File: src/gsfn_pkg.sv
// gsfn_pkg: types and constants for the group sync frame notifier
// assumes a single clock domain; frame events arrive from mac/phy logic on the same clock
package gsfn_pkg;
  localparam int GSFN_ADDR_W = 48;
  localparam int GSFN_SEQ_W = 12;
  localparam int GSFN_IG_BIT = 40;
  localparam logic [1:0] GSFN_TYPE_DATA = 2'h1;
  localparam logic [GSFN_ADDR_W-1:0] GSFN_ADDR_RST = 48'h0;

  typedef enum logic {GSFN_SUCCESS, GSFN_UNSUPPORTED} gsfn_outcome_t;

  typedef struct packed {
    logic [GSFN_ADDR_W-1:0] destination_address_field;
    logic [GSFN_ADDR_W-1:0] sender_address;
    logic [GSFN_SEQ_W-1:0] frame_sequence_count;
    logic [1:0] frame_type;
  } gsfn_hdr_t;

  typedef struct packed {
    logic [GSFN_ADDR_W-1:0] watched_group_address;
    logic [GSFN_ADDR_W-1:0] sender_address;
    logic [GSFN_SEQ_W-1:0] frame_sequence_count;
    logic is_tx;
  } gsfn_ind_t;

  function automatic logic gsfn_is_group(input logic [GSFN_ADDR_W-1:0] a);
    return a[GSFN_IG_BIT];
  endfunction
endpackage

File: src/gsfn_frame_track.sv
// gsfn_frame_track: holds header of one in-flight frame from start to outcome
// assumes start, ok and fail pulses come from phy logic on clk
`timescale 1ns/1ps
module gsfn_frame_track
  import gsfn_pkg::*;
(
  // clock and reset
  input wire logic clk,
  input wire logic nrst,
  // frame events
  input wire logic start,
  input wire gsfn_hdr_t hdr,
  input wire logic ok,
  input wire logic fail,
  // held header
  output logic pending,
  output gsfn_hdr_t held
);
  logic pending_ff;
  gsfn_hdr_t held_ff;
  wire logic nxt_pending = start | (pending_ff & ~ok & ~fail);

  always_ff @(posedge clk)
  begin
    if (!nrst)
    begin
      pending_ff <= 1'h0;
      held_ff <= '0;
    end
    else
    begin
      pending_ff <= nxt_pending;
      if (start)
        held_ff <= hdr;
    end
  end

  assign pending = pending_ff;
  assign held = held_ff;
endmodule // gsfn_frame_track

File: src/gsfn_top.sv
// gsfn_top: watches one multicast group and notifies on matching data frames
// assumes management requests and phy frame events are synchronous to clk
//
// Contract
// - accepted request arms watch on given group
// - one confirm per request, success or unsupported
// - unsupported and arming left unchanged if no feature/not multicast
// - notify matching data frames only when armed
// - notify only on phy-reported successful frames
// - notification issued the cycle after phy ok, header taken at frame start
// - notification carries group, sender, sequence count
`timescale 1ns/1ps
module gsfn_top
  import gsfn_pkg::*;
(
  // clock and reset
  input wire logic clk,
  input wire logic nrst,
  // feature strap
  input wire logic feature_en,
  // group_sync_primitive request and confirm
  input wire logic req_valid,
  input wire logic [GSFN_ADDR_W-1:0] req_group,
  output logic cfm_valid,
  output gsfn_outcome_t cfm_outcome,
  output logic armed,
  // transmit frame events
  input wire logic tx_start,
  input wire gsfn_hdr_t tx_hdr,
  input wire logic tx_ok,
  input wire logic tx_fail,
  // receive frame events
  input wire logic rx_start,
  input wire gsfn_hdr_t rx_hdr,
  input wire logic rx_ok,
  input wire logic rx_fail,
  // indication
  output logic ind_valid,
  output gsfn_ind_t ind,
  output logic [1:0] ind_dir
);
  // direction slots of the per-direction trackers
  localparam int GSFN_DIRS = 2;
  localparam int GSFN_DIR_TX = 0;
  localparam int GSFN_DIR_RX = 1;

  logic feat_s1_ff;
  logic feat_s2_ff;
  logic armed_ff;
  logic [GSFN_ADDR_W-1:0] registered_multicast_address_ff;
  logic cfm_valid_ff;
  gsfn_outcome_t cfm_outcome_ff;
  logic ind_valid_ff;
  gsfn_ind_t ind_ff;
  logic [1:0] ind_dir_ff;
  wire logic [GSFN_DIRS-1:0] dir_pend;
  wire logic [GSFN_DIRS-1:0] dir_match;
  wire logic [GSFN_DIRS-1:0] dir_hit;
  wire gsfn_hdr_t dir_hdr [GSFN_DIRS];
  wire gsfn_hdr_t dir_held [GSFN_DIRS];

  // feature strap is asynchronous, synchronise before use
  always_ff @(posedge clk)
  begin
    if (!nrst)
    begin
      feat_s1_ff <= 1'h0;
    end
    else
    begin
      feat_s1_ff <= feature_en;
    end
  end

  always_ff @(posedge clk)
  begin
    if (!nrst)
    begin
      feat_s2_ff <= 1'h0;
    end
    else
    begin
      feat_s2_ff <= feat_s1_ff;
    end
  end

  // request check
  wire logic req_ok = feat_s2_ff & gsfn_is_group(req_group);
  wire logic take_req = req_valid & req_ok;
  wire gsfn_outcome_t verdict = req_ok ? GSFN_SUCCESS : GSFN_UNSUPPORTED;
  wire logic nxt_armed = take_req | armed_ff;
  wire logic [GSFN_ADDR_W-1:0] nxt_registered_multicast_address =
    take_req ? req_group : registered_multicast_address_ff;
  wire logic nxt_cfm_valid = req_valid;
  wire gsfn_outcome_t nxt_cfm_outcome = req_valid ? verdict : cfm_outcome_ff;

  always_ff @(posedge clk)
  begin
    if (!nrst)
    begin
      armed_ff <= 1'h0;
    end
    else
    begin
      armed_ff <= nxt_armed;
    end
  end

  always_ff @(posedge clk)
  begin
    if (!nrst)
    begin
      registered_multicast_address_ff <= GSFN_ADDR_RST;
    end
    else
    begin
      registered_multicast_address_ff <= nxt_registered_multicast_address;
    end
  end

  always_ff @(posedge clk)
  begin
    if (!nrst)
    begin
      cfm_valid_ff <= 1'h0;
    end
    else
    begin
      cfm_valid_ff <= nxt_cfm_valid;
    end
  end

  always_ff @(posedge clk)
  begin
    if (!nrst)
    begin
      cfm_outcome_ff <= GSFN_SUCCESS;
    end
    else
    begin
      cfm_outcome_ff <= nxt_cfm_outcome;
    end
  end

  // frame events gathered per direction
  wire logic [GSFN_DIRS-1:0] dir_start = {rx_start, tx_start};
  wire logic [GSFN_DIRS-1:0] dir_ok = {rx_ok, tx_ok};
  wire logic [GSFN_DIRS-1:0] dir_fail = {rx_fail, tx_fail};
  assign dir_hdr[GSFN_DIR_TX] = tx_hdr;
  assign dir_hdr[GSFN_DIR_RX] = rx_hdr;

  // match decode
  function automatic logic gsfn_match(input gsfn_hdr_t h, input logic [GSFN_ADDR_W-1:0] g);
    return (h.frame_type == GSFN_TYPE_DATA) && (h.destination_address_field == g);
  endfunction

  // header captured at frame start on the medium
  for (genvar d = 0; d < GSFN_DIRS; d++)
  begin : g_dir
    gsfn_frame_track u_track (
      .clk(clk),
      .nrst(nrst),
      .start(dir_start[d]),
      .hdr(dir_hdr[d]),
      .ok(dir_ok[d]),
      .fail(dir_fail[d]),
      .pending(dir_pend[d]),
      .held(dir_held[d])
    );
    assign dir_match[d] = gsfn_match(dir_held[d], registered_multicast_address_ff);
    assign dir_hit[d] = armed_ff & dir_pend[d] & dir_ok[d] & dir_match[d];
  end

  // indication build, transmit fills the payload when both hit
  wire logic tx_hit = dir_hit[GSFN_DIR_TX];
  wire logic any_hit = |dir_hit;
  wire gsfn_hdr_t sel_hdr = tx_hit ? dir_held[GSFN_DIR_TX] : dir_held[GSFN_DIR_RX];
  wire gsfn_ind_t hit_report = '{
    watched_group_address: registered_multicast_address_ff,
    sender_address: sel_hdr.sender_address,
    frame_sequence_count: sel_hdr.frame_sequence_count,
    is_tx: tx_hit
  };
  wire logic nxt_ind_valid = any_hit;
  wire gsfn_ind_t nxt_ind = any_hit ? hit_report : ind_ff;
  wire logic [1:0] nxt_ind_dir = dir_hit;

  always_ff @(posedge clk)
  begin
    if (!nrst)
    begin
      ind_valid_ff <= 1'h0;
    end
    else
    begin
      ind_valid_ff <= nxt_ind_valid;
    end
  end

  always_ff @(posedge clk)
  begin
    if (!nrst)
    begin
      ind_ff <= '0;
    end
    else
    begin
      ind_ff <= nxt_ind;
    end
  end

  always_ff @(posedge clk)
  begin
    if (!nrst)
    begin
      ind_dir_ff <= 2'h0;
    end
    else
    begin
      ind_dir_ff <= nxt_ind_dir;
    end
  end

  assign armed = armed_ff;
  assign cfm_valid = cfm_valid_ff;
  assign cfm_outcome = cfm_outcome_ff;
  assign ind_valid = ind_valid_ff;
  assign ind = ind_ff;
  assign ind_dir = ind_dir_ff;
endmodule // gsfn_top

File: config.mk
export PLATFORM = sky130hd
export DESIGN_NAME = gsfn_top
export DESIGN_NICKNAME = d
export VERILOG_FILES = /design/src/gsfn_pkg.sv /design/src/gsfn_frame_track.sv /design/src/gsfn_top.sv
export SDC_FILE = /design/constraint.sdc
export NUM_CORES = 1
export LEC_CHECK = 0
export BUFFER_PORTS_ARGS = -buffer_cell sky130_fd_sc_hd__buf_4
export CORE_MARGIN = 2
export CORE_UTILIZATION = 35
export CTS_CLUSTER_DIAMETER = 150
export DETAILED_ROUTE_END_ITERATION = 16
export PLACE_DENSITY = 0.65
export SYNTH_ARGS = -nofsm -noshare
export SYNTH_HDL_FRONTEND = slang
export SYNTH_HIERARCHICAL = 1
export SYNTH_SLANG_ARGS = --single-unit
File: constraint.sdc
create_clock -name clk -period 4.2 [get_ports clk]
set_input_delay 1.26 -clock clk [delete_from_list [all_inputs] [get_ports clk]]
set_output_delay 1.26 -clock clk [all_outputs]
set_load 0.005 [all_outputs]
==> run_results.csv <==
group,metric,value,unit
routing,topRoutingLayerUsed,"met5",
run,drv_cap,0,
pwr,comb_power_share,8.2,%
pwr,leakage,8.94,nW
place,place_ws,745,ps
die,rows,78,
pwr,power_density,415,mW/mm²
timing,relSlewSlack,29.0,%
setup_path,reg2reg_slack,840,ps
global_routing,grt_max_degree,130,
synth,avgSynthCellArea,10.3,µm²
place,gp_routability_congestion,0.819,
synth,synth_edf_count,0,
pwr,internal_power,6.60,mW
die,io_pins,393,
routing,via_count,12300,
place,portBuffers,392,
clock_network,clock_latency,560,ps
timing,worst_pin_slew,1060,ps
synth,netlist.area_leader.share,47.8,%
hold_path,hp-class,"flop to flop",
clock_network,ctsLongestPathBuffers,3,
clock_network,ctsResizeCount,0,
synth,ys_ff_latch,387,
die,fp.dieArea,0.0480,mm²
run_status,status,"finished, final reports clean",
pwr,clock_power_share,46.5,%
timing,fin_worst_skew,13.2,ps
synth,synth_warnings,6,
setup_path,start_kind,"flop",
routing,vias_per_cell,4.83,
routing,first_pass_iters,5,
routing,postRouteAntennaNets,0,
global_routing,grt_util_all_layers,20.5,%
hold_path,whs_path_depth,1,
timing,fmax,0.298,GHz
setup_path,r2r_end,"ind[4]",
timing,slew_violations,0,
global_routing,grt_first_pass_wirelength,74400,µm
clock_network,holdBufCountCts,0,
routing,initialDrtViolationCount,760,
timing,min_period,3360,ps
global_routing,grt_pass1_vias,12300,
setup_path,cp_max_fo,102,
synth,synthCells,1575,
global_routing,grt-ovfl-total,0,
clock_network,cts.sinks,387,
setup_path,path_class,"flop to flop",
setup_path,required,4600,ps
die,start_util,35.6,%
cells_and_area,n_fill_cell,4293,
routing,wl_met3,4040,µm
routing,drt-total-wl,50300,µm
synth,ys_types,39,
die,die_y,219,µm
clock_network,cts_buffers,43,
hold_path,min_from,"feat_s1_ff",
cells_and_area,nets,2188,
cells_and_area,drive_above_1_share,26.4,%
pwr,ir_drop,323,µV
synth,synthesis.nets,1853,
synth,ys.flop_type,"dfxtp_1",
synth,synth_area_leaders,"dfxtp_1 (48%), mux2i_1 (17%), nor2b_1 (8.7%)",
hold_path,hold_path_end,"feat_s2_ff",
global_routing,antenna_found_initial,5,
die,core_area,0.0456,mm²
timing,min_period_over_period,80.0,%
synth,async_flop_share,0,%
setup_path,arrival,3750,ps
cells_and_area,register_area,0.00775,mm²
routing,post_drt_wl_per_cell,19.8,µm
pwr,power,8.59,mW
pwr,pwr-share-seq,45.3,%
setup_path,reg2reg_depth,7,
timing,fin_ws,841,ps
clock_network,clockRootBuffer,"clkbuf_16",
clock_network,clkSlewWorstSetupHoldPaths,60,ps
synth,yosysTopAreaCell,"dfxtp_1",
clock_network,htree_levels,2,
routing,wl_met2,23500,µm
synth,ys_seq_area_share,47.8,%
cells_and_area,multi_input_area,0.00754,mm²
place,dp_hpwl,34900,µm
setup_path,cp-end-kind,"flop",
routing,wl_met1,21400,µm
pwr,switching_share,23.1,%
clock_network,cts_tree,"done",
setup_path,r2r_start,"registered_multicast_address_ff[38]",
pwr,switchingPower,1.98,mW
clock_network,post_cts_buffers,0,
timing,rsz0062_at_grt,"no",
cells_and_area,synthToLayoutAreaGrowth,27.8,%
synth,syn-cell-area,0.0162,mm²
die,die_w,219,µm
timing,finalSetupTns,0,ps
timing,setup_viol,0,
timing,hold_viol_final,0,
routing,drc,0,
power groups by stage:
stage	Combinational [mW]	Sequential [mW]	Clock, mW
floorplan	0.420	3.95	0
global placement	0.696	3.97	0
detailed placement	0.709	3.97	0
CTS	0.711	3.89	4.09
global route	0.764	3.91	4.24
finish	0.703	3.89	3.99
worst max path at each step:
stage | endpoint | start | slack, ps
after floorplan | ind[91] | tx_ok | 1360
after CTS | ind[20] | registered_multicast_address_ff[42] | 770
after global placement | ind[6] | tx_ok | 840
after global routing | ind[2] | registered_multicast_address_ff[42] | 680
final | ind[4] | registered_multicast_address_ff[38] | 840
after detailed placement | ind[14] | rx_ok | 740
worst max-delay path, stage by stage, from the launching register on:
cell	delay, ps
dfxtp_1	360
xor2_1	210
nor4_1	790
nand3_1	350
or4_4	620
buf_4	400
o21ai_0	320
a21oi_1	60
registers in the layout, indices dropped and copies added, names as in the netlist:
signal / count
cfm_outcome: 1
registered_multicast_address_ff: 48
ind_valid: 1
ind_dir: 2
cfm_valid: 1
g_dir.u_track/pending: 2
feat_s1_ff: 1
ind: 109
g_dir.u_track/held: 220
armed: 1
feat_s2_ff: 1
cell type report:
type                            count  share of cell area [%]
Multi-Input combinational cell   1062                    36.4
Sequential cell                   387                    37.4
Inverter                            7                   0.139
Timing Repair Buffer              409                    15.2
Antenna cell                        1                  0.0121
Clock buffer                       55                    5.85
Tap cell                          600                    3.62
Clock inverter                     23                    1.40
per-layer routing:
metal / global-route usage [%] / vias to the layer above
li1: - / 6049
met1: 25.8 / 5777
met2: 33.3 / 371
met3: 6.13 / 82
met4: 6.71 / 8
met5: 0 / -
logic make-up (layout without fill, tap and decap cells):
group | Yosys count | count (layout) | synth area share [%]
muxes | 280 | 280 | 17.3
xor gates and xnor gates | 89 | 89 | 4.81
buffers and inverters | 126 | 494 | 5.78
other | 0 | 1 | 0
and+or+nand+nor | 421 | 421 | 15.4
AOI/OAI and AO/OA | 272 | 272 | 8.88
DFF | 387 | 387 | 47.8
synthesized netlist by cell type (3+ instances only):
library cell	n
a21oi_2	10
xor2_1	86
inv_1	6
clkbuf_1	65
o21ai_0	99
nand3b_2	10
buf_4	12
xnor2_1	3
nand4_1	6
nand3_1	3
mux2i_1	280
nand3b_1	38
buf_12	20
dfxtp_1	387
nor2_1	8
nor2b_1	225
o21ai_1	10
nand2_1	96
and2_1	4
buf_2	8
a21oi_1	146
nor4_1	21
buf_6	11
cells in the final DEF (no fill, tap or decap), types with 3 or more instances in the layout:
cell type and instances:
a21oi_1 146, a21oi_2 10, and2_1 4, buf_12 5
buf_4 401, buf_6 3, bufinv_16 6, clkbuf_1 3
clkbuf_16 43, clkbuf_8 9, clkinv_2 10, dfxtp_1 387
inv_1 6, inv_6 4, mux2i_1 280, nand2_1 96
nand3b_1 38, nand3b_2 10, nand4_1 6, nor2_1 8
nor2b_1 225, nor4_1 21, o21ai_0 99, o21ai_1 10
xnor2_1 3, xor2_1 86
metrics by stage:
step	cell area, µm²	utilization [%]	hold WS, ps	std cells
after CTS	20700	45.4	455	2543
final	20700	45.4	454	2544
after global routing	20700	45.4	474	2543
after detailed placement	19200	42.1	423	2465
after global placement	19200	42.1	413	2465
after floorplan	16200	-	412	1575
No activity file was read; power rests on OpenSTA's default activity.
